===== src/common/lpm_pkg.sv =====
// Package for the link power-state manager: state codes and timing constants.
// Assumes a single 200 MHz system clock.
package lpm_pkg;

    // Clock period in picoseconds
    localparam int CLK_PERIOD_PS = 5000;

    // Link power states, one-hot
    typedef enum logic [6:0] {
        LPM_LDN   = 7'h01,
        LPM_L0    = 7'h02,
        LPM_L1    = 7'h04,
        LPM_L1_EX = 7'h08,
        LPM_L23_E = 7'h10,
        LPM_L23R  = 7'h20,
        LPM_L2    = 7'h40
    } lpm_state_t;

    // Encoded state report
    localparam logic [2:0] ST_CODE_LDN = 3'h0;
    localparam logic [2:0] ST_CODE_L0  = 3'h1;
    localparam logic [2:0] ST_CODE_L1  = 3'h2;
    localparam logic [2:0] ST_CODE_L23 = 3'h3;
    localparam logic [2:0] ST_CODE_L2  = 3'h4;
    localparam logic [2:0] ST_CODE_L3  = 3'h5;

    // Idle time before ASPM entry, in nanoseconds
    localparam int IDLE_L0S_NS = 1000;
    localparam int IDLE_L1_NS  = 10000;
    localparam int IDLE_L0S_CYC = (IDLE_L0S_NS * 1000 + CLK_PERIOD_PS - 1) / CLK_PERIOD_PS;
    localparam int IDLE_L1_CYC  = (IDLE_L1_NS * 1000 + CLK_PERIOD_PS - 1) / CLK_PERIOD_PS;

    // Longest L0s exit, 100 symbol times at 4 ns, rounded down
    localparam int L0S_EXIT_NS  = 400;
    localparam int L0S_EXIT_CYC = (L0S_EXIT_NS * 1000) / CLK_PERIOD_PS;

    // L1 exit wait, in nanoseconds, with and without the PLL kept on
    localparam int L1_EXIT_ON_NS   = 2000;
    localparam int L1_EXIT_OFF_NS  = 8000;
    localparam int L1_EXIT_ON_CYC  = (L1_EXIT_ON_NS * 1000) / CLK_PERIOD_PS;
    localparam int L1_EXIT_OFF_CYC = (L1_EXIT_OFF_NS * 1000) / CLK_PERIOD_PS;

    localparam int CNT_W = 12;

endpackage


===== src/lpm_timer.sv =====
// Down-counter with load and done pulse, used for idle and exit timing.
// Assumes load values fit the counter width.
`timescale 1ns/1ps
module lpm_timer #(
    parameter int W = 12
) (
    // Clock and reset
    input  wire logic         clk_sys,
    input  wire logic         rst,
    // Control
    input  wire logic         load,
    input  wire logic [W-1:0] value,
    input  wire logic         run,
    // Status
    output logic              done
);
    logic [W-1:0] count;
    wire          at_one = (count == W'(1));

    always_ff @(posedge clk_sys) begin
        if (rst || load) begin
            count <= rst ? '0 : value;
        end else if (run && count != '0) begin
            count <= count - W'(1);
        end
    end

    always_ff @(posedge clk_sys) begin
        done <= !rst && !load && run && at_one;
    end
endmodule


===== src/lpm_core.sv =====
// Link power-state manager for one downstream port of a serial packet link.
// Assumes the physical layer reports training and electrical idle; all inputs
// from the link side are asynchronous and are synchronised here.
// How it works
// - In L0 every packet type may pass; gates are open.
// - Transmitter in L0s sends nothing until it is back in L0.
// - L0s is entered only by ASPM idle timing, never by D-state.
// - Clocks and PLL stay on in L0s; exit within 100 symbol times.
// - Transmit L0s is tracked separately from the partner's receive L0s.
// - Enter L1 when all functions leave D0, or an acked ASPM request.
// - Leave L1 on partner traffic or our own pending transmit.
// - No packets cross the link in L1; traffic resumes only in L0.
// - PLL may be shut off in L1; reference clock stays on.
// - L1 exit waits a few microseconds, shorter when PLL stays on.
// - The L2/L3 Ready transition is always implemented.
// - After sending the turn-off ack, start L2/L3 Ready entry at once.
// - L2/L3 Ready entry begins by sending the enter-L23 DLLP.
// - No packets in L2/L3 Ready; main power may then be removed.
// - Leaving L2/L3 Ready goes through link-down training, never to L0.
// - Report link-down while training is in any pre-L0 training state.
// - Turn-off while in L1 first returns to L0, then to L2/L3 Ready.
// - Turn-off in L0 with active functions still acks and goes to L23.
// - No packets in L2; main power and reference clock are off.
// - In L2 only wake and PME keep-alive run on auxiliary power.
// - Auxiliary power is drawn only when software enables it.
// - ASPM moves an idle link down and returns on traffic unless disabled.
`timescale 1ns/1ps
module lpm_core (
    // Clock and reset
    input  wire logic       clk_sys,
    input  wire logic       rst,
    // Physical layer status, asynchronous
    input  wire logic       phy_trained,
    input  wire logic       phy_training,
    input  wire logic       rx_elec_idle,
    input  wire logic       main_power_good,
    // Traffic requests, same clock
    input  wire logic       tx_pending,
    input  wire logic       rx_l1_req_ack,
    input  wire logic       turn_off_rcvd,
    input  wire logic       to_ack_sent,
    input  wire logic       enter_l23_sent,
    // Configuration, same clock
    input  wire logic       all_funcs_non_d0,
    input  wire logic       aspm_l0s_en,
    input  wire logic       aspm_l1_en,
    input  wire logic       pll_off_in_l1_en,
    input  wire logic       aux_power_en,
    // Traffic gating
    output logic            tlp_tx_allow,
    output logic            dllp_tx_allow,
    output logic            rx_allow,
    // Handshakes toward the data link layer
    output logic            send_l1_req,
    output logic            send_enter_l23,
    output logic            send_to_ack,
    // Power and clock control
    output logic            tx_l0s,
    output logic            pll_enable,
    output logic            refclk_req,
    output logic            aux_power_draw,
    output logic            wake_logic_on,
    output logic            retrain_req,
    // State report
    output logic [2:0]      link_state
);
    lpm_pkg::lpm_state_t state;
    lpm_pkg::lpm_state_t next_state;

    // Two-stage synchronisers for asynchronous inputs
    logic [3:0] sync_a;
    logic [3:0] sync_b;
    always_ff @(posedge clk_sys) begin
        sync_a <= {main_power_good, rx_elec_idle, phy_training, phy_trained};
        sync_b <= sync_a;
    end
    wire trained   = sync_b[0];
    wire training  = sync_b[1];
    wire rx_idle   = sync_b[2];
    wire power_ok  = sync_b[3];

    // Idle detection and timers
    wire link_busy = tx_pending || !rx_idle;
    wire in_l0     = (state == lpm_pkg::LPM_L0);
    wire in_l1     = (state == lpm_pkg::LPM_L1);
    wire in_l1_ex  = (state == lpm_pkg::LPM_L1_EX);
    wire in_l23e   = (state == lpm_pkg::LPM_L23_E);

    logic l0s_exit;
    logic turn_off_pend;
    logic l1_req_pend;

    wire l0s_idle_done;
    wire l1_idle_done;
    wire l0s_exit_done;
    wire l1_exit_done;
    wire entering_l1_ex = in_l1 && next_state == lpm_pkg::LPM_L1_EX;
    wire [lpm_pkg::CNT_W-1:0] l1_exit_val = pll_off_in_l1_en ?
        lpm_pkg::CNT_W'(lpm_pkg::L1_EXIT_OFF_CYC) :
        lpm_pkg::CNT_W'(lpm_pkg::L1_EXIT_ON_CYC);

    // Only idle timing under ASPM starts L0s, no D-state term
    // Partner traffic does not hold off our L0s; a pending turn-off does
    lpm_timer #(.W(lpm_pkg::CNT_W)) u_l0s_idle (
        .clk_sys (clk_sys),
        .rst     (rst),
        .load    (!in_l0 || tx_pending || turn_off_pend || tx_l0s),
        .value   (lpm_pkg::CNT_W'(lpm_pkg::IDLE_L0S_CYC)),
        .run     (aspm_l0s_en),
        .done    (l0s_idle_done)
    );
    lpm_timer #(.W(lpm_pkg::CNT_W)) u_l1_idle (
        .clk_sys (clk_sys),
        .rst     (rst),
        .load    (!in_l0 || link_busy),
        .value   (lpm_pkg::CNT_W'(lpm_pkg::IDLE_L1_CYC)),
        .run     (aspm_l1_en),
        .done    (l1_idle_done)
    );
    lpm_timer #(.W(lpm_pkg::CNT_W)) u_l0s_exit (
        .clk_sys (clk_sys),
        .rst     (rst),
        .load    (!l0s_exit),
        .value   (lpm_pkg::CNT_W'(lpm_pkg::L0S_EXIT_CYC)),
        .run     (1'b1),
        .done    (l0s_exit_done)
    );
    lpm_timer #(.W(lpm_pkg::CNT_W)) u_l1_exit (
        .clk_sys (clk_sys),
        .rst     (rst),
        .load    (entering_l1_ex),
        .value   (l1_exit_val),
        .run     (in_l1_ex),
        .done    (l1_exit_done)
    );

    // Transmit-direction L0s, independent of the partner's direction
    wire l0s_enter = in_l0 && !tx_l0s && l0s_idle_done && aspm_l0s_en;
    // A turn-off must wake the transmitter, or the ack would never be sent
    wire l0s_wake  = tx_l0s && !l0s_exit && (tx_pending || turn_off_pend || !in_l0);
    always_ff @(posedge clk_sys) begin
        if (rst) begin
            tx_l0s   <= 1'b0;
            l0s_exit <= 1'b0;
        end else begin
            tx_l0s   <= l0s_enter || (tx_l0s && !l0s_exit_done);
            l0s_exit <= l0s_wake || (l0s_exit && !l0s_exit_done);
        end
    end

    // Pending requests; a set in the clearing cycle wins
    wire l1_req_set = in_l0 && l1_idle_done && aspm_l1_en && !tx_l0s;
    always_ff @(posedge clk_sys) begin
        if (rst) begin
            turn_off_pend <= 1'b0;
            l1_req_pend   <= 1'b0;
        end else begin
            turn_off_pend <= turn_off_rcvd || (turn_off_pend && !to_ack_sent);
            l1_req_pend   <= l1_req_set || (l1_req_pend && !rx_l1_req_ack && in_l0
                             && !link_busy);
        end
    end

    // State transitions
    wire go_l1   = !turn_off_pend && !tx_l0s &&
                   (all_funcs_non_d0 || (l1_req_pend && rx_l1_req_ack));
    wire l1_wake = tx_pending || !rx_idle || turn_off_rcvd || turn_off_pend;

    always_comb begin
        next_state = state;
        unique case (state)
            lpm_pkg::LPM_LDN: begin
                if (trained && !training) begin
                    next_state = lpm_pkg::LPM_L0;
                end
            end
            lpm_pkg::LPM_L0: begin
                if (!trained || training) begin
                    next_state = lpm_pkg::LPM_LDN;
                end else if (turn_off_pend && to_ack_sent) begin
                    next_state = lpm_pkg::LPM_L23_E;
                end else if (go_l1) begin
                    next_state = lpm_pkg::LPM_L1;
                end
            end
            lpm_pkg::LPM_L1: begin
                if (l1_wake) begin
                    next_state = lpm_pkg::LPM_L1_EX;
                end
            end
            lpm_pkg::LPM_L1_EX: begin
                if (l1_exit_done) begin
                    next_state = lpm_pkg::LPM_L0;
                end
            end
            lpm_pkg::LPM_L23_E: begin
                if (enter_l23_sent) begin
                    next_state = lpm_pkg::LPM_L23R;
                end
            end
            lpm_pkg::LPM_L23R: begin
                if (!power_ok) begin
                    next_state = lpm_pkg::LPM_L2;
                end else if (training) begin
                    next_state = lpm_pkg::LPM_LDN;
                end
            end
            lpm_pkg::LPM_L2: begin
                if (power_ok) begin
                    next_state = lpm_pkg::LPM_LDN;
                end
            end
            default: next_state = lpm_pkg::LPM_LDN;
        endcase
    end

    always_ff @(posedge clk_sys) begin
        if (rst) begin
            state <= lpm_pkg::LPM_LDN;
        end else begin
            state <= next_state;
        end
    end

    // Gates: TLP open only in full L0 with the transmitter out of L0s; DLLP also in L23 entry, rx in all of L0
    wire next_l0   = (next_state == lpm_pkg::LPM_L0);
    wire tx_l0s_next = l0s_enter || (tx_l0s && !l0s_exit_done);
    wire tx_open   = next_l0 && !tx_l0s_next;
    wire l23_dllp  = (next_state == lpm_pkg::LPM_L23_E) && !tx_l0s_next;
    wire in_low    = (next_state == lpm_pkg::LPM_L2);
    wire pll_need  = !(in_low || (next_state == lpm_pkg::LPM_L1 && pll_off_in_l1_en));

    always_ff @(posedge clk_sys) begin
        if (rst) begin
            tlp_tx_allow   <= 1'b0;
            dllp_tx_allow  <= 1'b0;
            rx_allow       <= 1'b0;
            send_l1_req    <= 1'b0;
            send_enter_l23 <= 1'b0;
            send_to_ack    <= 1'b0;
            pll_enable     <= 1'b1;
            refclk_req     <= 1'b1;
            aux_power_draw <= 1'b0;
            wake_logic_on  <= 1'b0;
            retrain_req    <= 1'b0;
            link_state     <= lpm_pkg::ST_CODE_LDN;
        end else begin
            tlp_tx_allow   <= tx_open;
            dllp_tx_allow  <= tx_open || l23_dllp;
            rx_allow       <= next_l0;
            send_l1_req    <= l1_req_set;
            send_enter_l23 <= l23_dllp && !enter_l23_sent;
            send_to_ack    <= turn_off_pend && in_l0 && !to_ack_sent && !tx_l0s;
            pll_enable     <= pll_need;
            refclk_req     <= !in_low;
            aux_power_draw <= in_low && aux_power_en;
            wake_logic_on  <= in_low && aux_power_en;
            retrain_req    <= (state == lpm_pkg::LPM_L2) && power_ok;
            unique case (next_state)
                lpm_pkg::LPM_LDN:   link_state <= lpm_pkg::ST_CODE_LDN;
                lpm_pkg::LPM_L0:    link_state <= lpm_pkg::ST_CODE_L0;
                lpm_pkg::LPM_L1,
                lpm_pkg::LPM_L1_EX: link_state <= lpm_pkg::ST_CODE_L1;
                lpm_pkg::LPM_L23_E,
                lpm_pkg::LPM_L23R:  link_state <= lpm_pkg::ST_CODE_L23;
                lpm_pkg::LPM_L2:    link_state <= aux_power_en ? lpm_pkg::ST_CODE_L2 :
                                                  lpm_pkg::ST_CODE_L3;
                default:            link_state <= lpm_pkg::ST_CODE_LDN;
            endcase
        end
    end
endmodule


===== config.mk =====
export PLATFORM = sky130hd
export DESIGN_NAME = lpm_core
export DESIGN_NICKNAME = d
export VERILOG_FILES = /design/src/common/lpm_pkg.sv /design/src/lpm_timer.sv /design/src/lpm_core.sv
export SDC_FILE = /design/constraint.sdc
export NUM_CORES = 1
export LEC_CHECK = 0
export BUFFER_PORTS_ARGS = -buffer_cell sky130_fd_sc_hd__buf_2
export CORE_ASPECT_RATIO = 1.2
export CORE_MARGIN = 3
export CORE_UTILIZATION = 35
export DETAILED_ROUTE_END_ITERATION = 10
export GPL_TIMING_DRIVEN = 0
export MAX_ROUTING_LAYER = met4
export PLACE_DENSITY = 0.62
export SYNTH_ARGS = -nofsm -noshare
export SYNTH_HDL_FRONTEND = slang
export SYNTH_SLANG_ARGS = --single-unit

===== constraint.sdc =====
create_clock -name clk_sys -period 5.6 [get_ports clk_sys]
set_input_delay 0.28 -clock clk_sys [delete_from_list [all_inputs] [get_ports clk_sys]]
set_output_delay 0.28 -clock clk_sys [all_outputs]
set_load 0.01 [all_outputs]

==> results.tsv, run 1 <==
metric	value	unit
synth.net_count	414	
drt-pass1-iter-count	4	
hold_path.class	input port to flop	
reg2reg_depth	6	
setup_tns	0	ns
wirelength	7720	um
clk_path_buf_depth	2	
syn_to_final_growth	15.0	%
gp_congestion	0.804	
cts_resized	0	
powerDensity	286	nW/um^2
die_w	104	um
fp-row-count	42	
hpwlAfterDp	5620	um
fin_hold_ws	0.0448	ns
max-cap-violations	0	
clk_pin_slew	0.06	ns
final_antenna_net_count	0	
vias	2877	
synth_cells	388	
htree_levels	3	
tightest_slew	0.785	ns
final_max_slew_viol_count	0	
overflow	0	
grt_max_degree	14	
ir_drop	0.116	mV
synth_flop_cell	edfxtp_1	
fin_nets	455	
synth_top_area_share	0.357	
dieArea	12900	um^2
crit_path_start_kind	flop	
drc	0	
grt_pass1_wl	13200	um
ctsHoldBuffers	0	
hold_violations	0	
worstPathRequired	5.61	ns
rr_endpoint	u_l1_exit.count[8]	
ys_top_cells_by_area	edfxtp_1 36%, dfxtp_1 18%, xnor2_1 5.4%	
cp-endpoint	u_l1_exit.count[8]	
antenna_found_initial	0	
core	11100	um^2
dpl_cell_area	4390	um^2
fin_crit	2.57	ns
synth.distinct_cells	53	
cts_buffers	9	
final_common_cell	nor2_1	
critical_path.startpoint	state[0]	
die_y	124	um
cts_tree	built	
ys_seq_elements	84	
grt_pass1_vias	2911	
start_util	0.363	
layout_common_cells	53 x nor2_1, 48 x edfxtp_1, 36 x dfxtp_1, 33 x buf_2, 26 x a21oi_1	
syn_area	4040	um^2
skew	0.00733	ns
synth_edf_count	48	
cts_setup_buffers	0	
rsz0062_at_grt	no	
synth_top_cell_by_area	edfxtp_1	
clock-sinks	84	
routed_wire_length_per_instance	13.1	um
p_leak	1.80	nW
seq_area_frac_synth	0.535	
critPathMaxFanout	12	
drive_above_1_share	0.150	
worstPathArrival	2.57	ns
cts_root_buf	clkbuf_16	
antenna_cells	0	
port-buffer-count	30	
num_io_pins	31	
clock_latency	0.33	ns
drt_iter0_drc	115	
ys_warn_count	0	
outcome	finished clean	
stdcell_area	4650	um^2
fmaxAchievable	390	MHz
endpoint_kind	flop	
syn_avg_cell_area	10.4	um^2
worst-r2r-setup-slack	3.03	ns
r2r-start	state[0]	
vias_per_cell	4.89	
grt_usage	0.132	
finalSetupViolations	0	
n_fill_cell	1114	
async_flop_share	0	
finalCritPeriodShare	0.458	
relSlewSlack	0.472	
path_class	flop to flop	
metrics by stage:
step / std cells / util / setup slack (ns) / power (mW)
2_1_floorplan: 388 / - / 3.47 / 0.779
3_3_place_gp: 572 / 0.394 / 3.06 / 0.810
3_5_place_dp: 572 / 0.394 / 3.05 / 0.812
4_1_cts: 588 / 0.417 / 3.03 / 1.34
5_1_grt: 588 / 0.417 / 2.79 / 1.38
6_report: 588 / 0.417 / 3.03 / 1.33
power by group:
part	internal, mW	switching, mW	leakage [nW]
clock network	0.310	0.222	0.131
registers	0.673	0.0158	0.842
logic	0.0469	0.0634	0.832
total	1.03	0.301	1.80
worst max-delay path, stage by stage (launching register included):
cell and delay, ns:
dfxtp_1 0.30, buf_6 0.13, nor4_2 0.66, o311ai_2 0.43, nand2b_1 0.17, clkbuf_2 0.21, or2_2 0.34
area by class of cell:
class	instances	area, um^2	share of cell area
repair buffers	30	150	0.0323
clock buffers	13	250	0.0538
plain buffers	15	91.3	0.0196
inverters	21	78.8	0.0170
multi-input cells	268	1710	0.368
clock inverters	3	13.8	0.00296
well taps	154	193	0.0414
flip-flops and latches	84	2160	0.465
cells by family after synthesis:
group                    share of synthesized area
AO/OA/AOI/OAI                               0.0956
XOR/XNOR                                    0.0802
adder cells (fa/ha/maj)                     0.0310
buffers and inverters                       0.0421
flip-flops                                   0.535
multiplexers                               0.00279
AND/OR/NAND/NOR                              0.214
cell usage after synthesis (3+ instances only):
cell type	n
nor2_1	53
edfxtp_1	48
dfxtp_1	36
a21oi_1	26
xnor2_1	25
inv_1	21
nand2_1	19
nor3_1	18
xor2_1	12
nand3_1	11
ha_1	10
nor4_1	8
o21ai_0	8
or3_1	7
nor3b_1	6
clkbuf_1	5
o31ai_1	5
or4_1	5
a31oi_1	4
nand4_1	4
nor2b_1	4
o211ai_1	4
or2_2	4
a21boi_0	3
buf_2	3
buf_6	3
nand2b_1	3
per-layer routing:
metal | wire, um | part of all wire | GRT usage | vias up
li1 | - | - | - | 1464
met1 | 3710 | 0.48 | 0.157 | 1359
met2 | 3580 | 0.46 | 0.216 | 42
met3 | 301 | 0.039 | 0.0358 | 12
met4 | 120 | 0.016 | 0.0532 | 0
met5 | 0 | 0 | - | -
worst min-delay path by stage:
| stage | from | to | cells past startpoint |
|---|---|---|---|
| 2_1_floorplan | phy_trained | sync_a[0] | 0 |
| 3_3_place_gp | sync_a[2] | sync_b[2] | 0 |
| 3_5_place_dp | sync_a[1] | sync_b[1] | 0 |
| 4_1_cts | rx_elec_idle | sync_a[2] | 1 |
| 5_1_grt | rx_elec_idle | sync_a[2] | 1 |
| 6_report | rx_elec_idle | sync_a[2] | 1 |
flip-flops by register name, indices dropped and copies added (netlist names), 3 cells and up:
signal,count
sync_b,4
u_l1_exit.count,12
state,7
u_l0s_exit.count,12
link_state,3
u_l1_idle.count,12
u_l0s_idle.count,12
sync_a,4
No activity file was read; power rests on OpenSTA's default activity.
==> run 2: changes to the inputs <==
==> constraint.sdc (replaced) <==
create_clock -name clk_sys -period 2.4 [get_ports clk_sys]
set_input_delay 0.12 -clock clk_sys [delete_from_list [all_inputs] [get_ports clk_sys]]
set_output_delay 0.12 -clock clk_sys [all_outputs]
set_load 0.01 [all_outputs]
==> results.tsv, run 2 (synthesis results as in run 1) <==
metric	value	unit	change
outcome	finished clean		
powerDensity	654	nW/um^2	+130%
skew	0.00797	ns	+0.000636 ns
p_leak	1.86	nW	+3.3%
critPathMaxFanout	12		unchanged
grtUsageMet1	0.157		unchanged
min_to	wake_logic_on		
fin_total_pwr	3.13	mW	+140%
busiest_layer	met2		
reg2reg_depth	4		-2
clk_path_buf_depth	2		unchanged
grt_util_met3	0.0353		-0.000518
slowest_stage	or4_1		
dpl_worst_slack	-0.152	ns	-3.20 ns
n_fill_cell	1104		-0.90%
crit_path_start_kind	flop		
cts_root_buf	clkbuf_16		
max-cap-violations	0		unchanged
dpl_cell_area	4390	um^2	unchanged
use_met2	0.217		+0.000813
setup_tns	0	ns	unchanged
final_common_cell	nor2_1		
fin_crit	2.27	ns	-0.293 ns
worstPathArrival	2.32	ns	-0.25 ns
grt_pass1_vias	2914		+0.10%
multi_input_area	1760	um^2	+2.7%
path_class	flop to flop		
stdcell_area	4790	um^2	+2.9%
drt_iter0_drc	116		+0.87%
worst-r2r-setup-slack	0.13	ns	-2.91 ns
htree_levels	3		unchanged
wirelength	7820	um	+1.3%
holdPathStages	2		+1
rr_endpoint	u_l1_exit.count[8]		
cts_buffers	9		unchanged
die_y	124	um	unchanged
core	11100	um^2	unchanged
worstPathRequired	2.45	ns	-3.16 ns
finalCritPeriodShare	0.947		+0.489
cts_tree	built		
hold_path.class	input port to flop		
final_max_slew_viol_count	0		unchanged
clk_pin_slew	0.06	ns	about the same
layout_common_cells	53 x nor2_1, 48 x edfxtp_1, 36 x dfxtp_1, 33 x buf_2, 26 x a21oi_1		
hpwlAfterDp	5620	um	unchanged
grt_pass1_wl	13300	um	about the same
overflow	0		unchanged
grt_max_degree	14		unchanged
tightest_slew	0.802	ns	+0.0165 ns
relSlewSlack	0.461		-0.0111
vias_per_cell	4.86		-0.75%
syn_to_final_growth	18.4	%	
min_from	aux_power_en		
fin_nets	465		+2.2%
gp_congestion	0.804		unchanged
ir_drop	0.269	mV	+130%
antenna_found_initial	0		unchanged
r2r-start	u_l1_exit.count[5]		
fmaxAchievable	440	MHz	+13%
endpoint_kind	flop		
clock_latency	0.33	ns	about the same
start_util	0.363		unchanged
rsz0062_at_grt	no		
finalWorstSetupSlack	0.127	ns	-2.91 ns
clock-sinks	84		unchanged
routed_wire_length_per_instance	13.1	um	-0.40%
finalSetupViolations	0		unchanged
num_io_pins	31		unchanged
fp-row-count	42		unchanged
die_w	104	um	unchanged
grt_usage	0.132		about the same
final-seq-area	2160	um^2	unchanged
crit_chain	or4_1 > nor4_1 > a31oi_1 > or2_2		
port-buffer-count	30		unchanged
drive_above_1_share	0.171		+0.0214
cp_slowest_stage_delay	0.61	ns	-0.05 ns
drt-pass1-iter-count	4		unchanged
dieArea	12900	um^2	unchanged
drc	0		unchanged
vias	2904		+0.94%
hold_violations	0		unchanged
antenna_cells	0		unchanged
final_antenna_net_count	0		unchanged
run 2: final cells by class:
| cell class | count | area share |
|---|---|---|
| multi-input cells | 268 | 0.367 |
| flip-flops and latches | 84 | 0.452 |
| repair buffers | 40 | 0.0502 |
| inverters | 21 | 0.0165 |
| well taps | 154 | 0.0403 |
| plain buffers | 15 | 0.0191 |
| clock buffers | 13 | 0.0523 |
| clock inverters | 3 | 0.00288 |
run 2: per-layer routing:
| layer | wire, um | vias up | share of wire |
|---|---|---|---|
| li1 | - | 1488 | - |
| met1 | 3730 | 1371 | 0.48 |
| met2 | 3660 | 38 | 0.47 |
| met3 | 318 | 7 | 0.041 |
| met4 | 98 | 0 | 0.013 |
| met5 | 0 | - | 0 |
run 2: worst max-delay path, delay by kind of cell, from the launching register on:
kind | cells | cell delay [ns]
compound gates | 1 | 0.13
flops | 1 | 0.43
simple gates | 3 | 1.42
run 2: worst max-delay path by stage:
stage | from | endpoint | slack (ns) | cells after the start
after CTS | u_l0s_exit.count[7] | u_l0s_exit.count[8] | 0.02 | 4
final | u_l1_exit.count[5] | u_l1_exit.count[8] | 0.13 | 4
after global routing | u_l1_exit.count[5] | u_l1_exit.count[8] | 0.03 | 4
after detailed placement | state[0] | u_l1_exit.count[2] | -0.15 | 6
after floorplan | state[0] | u_l0s_idle.count[0] | 0.27 | 6
after global placement | state[0] | u_l1_exit.count[5] | -0.14 | 6
run 2: report_power, final:
group          total [mW]  internal, mW  switching, mW
Clock                1.24         0.723          0.516
Sequential           1.61          1.57         0.0380
Combinational       0.285         0.129          0.156
run 2: repair_timing:
item                       4_1_cts  5_1_grt
buffers inserted                 0        4
pin swaps                        0        2
hold buffers                     6        0
hold endpoints to repair         6        0
gates resized for setup          3        6
setup endpoints to repair       24       48
run 2: stage by stage:
step,hold WS (ns),instances,utilization
after CTS,0.0114,594,0.424
after global placement,0.224,572,0.394
final,0.0186,598,0.430
after global routing,0.0256,598,0.430
after floorplan,0.148,388,-
after detailed placement,0.224,572,0.394
==> run 3: changes to the inputs <==
--- a/config.mk
+++ b/config.mk
@@ -7,12 +7,13 @@
 export LEC_CHECK = 0
 export BUFFER_PORTS_ARGS = -buffer_cell sky130_fd_sc_hd__buf_2
 export CORE_ASPECT_RATIO = 1.2
-export CORE_MARGIN = 3
-export CORE_UTILIZATION = 35
+export CORE_MARGIN = 4
+export CORE_UTILIZATION = 25
 export DETAILED_ROUTE_END_ITERATION = 10
 export GPL_TIMING_DRIVEN = 0
 export MAX_ROUTING_LAYER = met4
-export PLACE_DENSITY = 0.62
+export PLACE_DENSITY = 0.51
 export SYNTH_ARGS = -nofsm -noshare
 export SYNTH_HDL_FRONTEND = slang
 export SYNTH_SLANG_ARGS = --single-unit
+export TNS_END_PERCENT = 5
==> results.tsv, run 3 (synthesis results as in run 1) <==
metric	value	unit	change
outcome	finished clean		
gp_congestion	0.773		-3.8%
hold_violations	0		unchanged
finalNonFillerCells	653		+9.2%
powerDensity	657	nW/um^2	+0.40%
syn_to_final_growth	20.3	%	
routed_wire_length_per_instance	13.3	um	+1.4%
multi_input_area	1750	um^2	-0.21%
slowest_stage	dfxtp_1		
critPathMaxFanout	12		unchanged
finalCritPeriodShare	0.958		+0.0115
fp-row-count	50		+19%
worst-r2r-setup-slack	0.1	ns	-0.03 ns
path_class	flop to flop		
fmaxAchievable	435	MHz	-1.2%
cts_root_buf	clkbuf_16		
final_common_cell	nor2_1		
worstPathRequired	2.46	ns	about the same
ir_drop	0.414	mV	+54%
skew	0.00580	ns	-0.00217 ns
cts_tree	built		
rsz0062_at_grt	no		
port-buffer-count	30		unchanged
core	15800	um^2	+42%
clock_latency	0.34	ns	about the same
die_w	124	um	+19%
reg2reg_depth	5		+1
htree_levels	3		unchanged
dp.cells	626		+9.4%
final_max_slew_viol_count	0		unchanged
antenna_cells	0		unchanged
tightest_slew	0.804	ns	+0.00204 ns
min_from	rx_l1_req_ack		
max-cap-violations	0		unchanged
r2r-start	state[1]		
dieArea	18300	um^2	+42%
clk_pin_slew	0.06	ns	about the same
wirelength	8660	um	+11%
fin_crit	2.30	ns	+0.0275 ns
drive_above_1_share	0.180		+0.00860
drc	0		unchanged
min_to	l1_req_pend		
clock-sinks	84		unchanged
rr_endpoint	u_l1_idle.count[8]		
holdPathStages	2		unchanged
final-seq-area	2160	um^2	unchanged
finalSetupViolations	0		unchanged
n_fill_cell	1636		+48%
final_antenna_net_count	0		unchanged
crit_path_start_kind	flop		
drt-pass1-iter-count	4		unchanged
grt_usage	0.101		-0.0318
grt_pass1_vias	2880		-1.2%
fin_nets	466		+0.22%
grt_pass1_wl	14100	um	+6.1%
cp_slowest_stage_delay	0.49	ns	-0.12 ns
layout_common_cells	53 x nor2_1, 48 x edfxtp_1, 36 x dfxtp_1, 33 x buf_2, 26 x a21oi_1		
fin_hold_ws	0.0114	ns	-0.00720 ns
grt_max_degree	14		unchanged
crit_chain	nor4b_4 > nand2_4 > or3_2 > clkbuf_1 > a21o_2		
overflow	0		unchanged
setup_tns	0	ns	unchanged
cts_buffers	9		unchanged
hold_path.class	input port to flop		
vias	2928		+0.83%
clk_path_buf_depth	2		unchanged
worstPathArrival	2.36	ns	+0.04 ns
endpoint_kind	flop		
vias_per_cell	4.48		-7.7%
antenna_found_initial	0		unchanged
drt_iter0_drc	134		+16%
start_util	0.256		-0.106
relSlewSlack	0.460		-0.00137
num_io_pins	31		unchanged
die_y	147	um	+19%
p_leak	1.87	nW	about the same
hpwlAfterDp	6210	um	+10%
==> run 3: cell types whose count changed in the layout (fill, tap and decap cells not counted), sizes merged <==
cell	before	now
clkinvlp	0	2
buf	43	44
clkbuf	19	18
clkinv	3	2
dlygate4sd3	6	5
nand2	20	21
==> run 3: report_power, final <==
group / switching, mW / internal [mW]
logic: 0.158 / 0.128
clock network: 0.547 / 0.752
registers: 0.0400 / 1.57
total: 0.745 / 2.45
==> run 3: area by class of cell <==
cell class,count,area share
flip-flops and latches,84,0.445
repair buffers,40,0.0489
clock buffers,12,0.0527
multi-input cells,269,0.360
inverters,21,0.0162
well taps,208,0.0535
clock inverters,4,0.00489
plain buffers,15,0.0188
==> run 3: what timing repair did <==
action / in CTS / in global routing
gates cloned: 0 / 1
setup endpoints to repair: 48 / 36
setup buffers: 0 / 5
pin swaps: 0 / 2
hold buffers: 5 / 0
hold endpoints to repair: 5 / 0
resized for setup: 5 / 5
==> run 3: worst max path at each step <==
stage                   startpoint             endpoint  slack [ns]  cells past startpoint
6_report                  state[1]   u_l1_idle.count[8]         0.1                      5
5_1_grt        u_l0s_exit.count[5]  u_l0s_exit.count[5]      0.0004                      4
4_1_cts                   state[0]   u_l1_exit.count[9]        0.01                      6
3_5_place_dp              state[0]   u_l1_exit.count[4]       -0.22                      6
3_3_place_gp              state[0]   u_l1_exit.count[4]       -0.22                      6
2_1_floorplan             state[0]  u_l0s_idle.count[0]        0.27                      6
==> run 3: stage by stage <==
stage | power [mW] | util | setup WS [ns] | cell area (um^2)
after floorplan | 1.82 | - | 0.271 | 4040
after global placement | 1.89 | 0.282 | -0.218 | 4450
after detailed placement | 1.90 | 0.282 | -0.221 | 4450
after CTS | 3.23 | 0.305 | 0.0106 | 4800
after global routing | 3.34 | 0.308 | 0.000351 | 4860
final | 3.19 | 0.308 | 0.0997 | 4860
==> run 3: critical path: cells and delay by family (launching register included) <==
| kind | cells | cell delay [ns] |
|---|---|---|
| buffers and inverters | 1 | 0.22 |
| and+or+nand+nor | 3 | 0.94 |
| DFF | 1 | 0.49 |
| AOI/OAI and AO/OA | 1 | 0.35 |
==> run 3: metal layers <==
layer	wire length [um]	GRT usage	up-vias
met5	0	-	-
met4	137	0.0345	0
met3	355	0.0273	12
met2	4030	0.154	35
met1	4130	0.127	1390
li1	-	-	1491
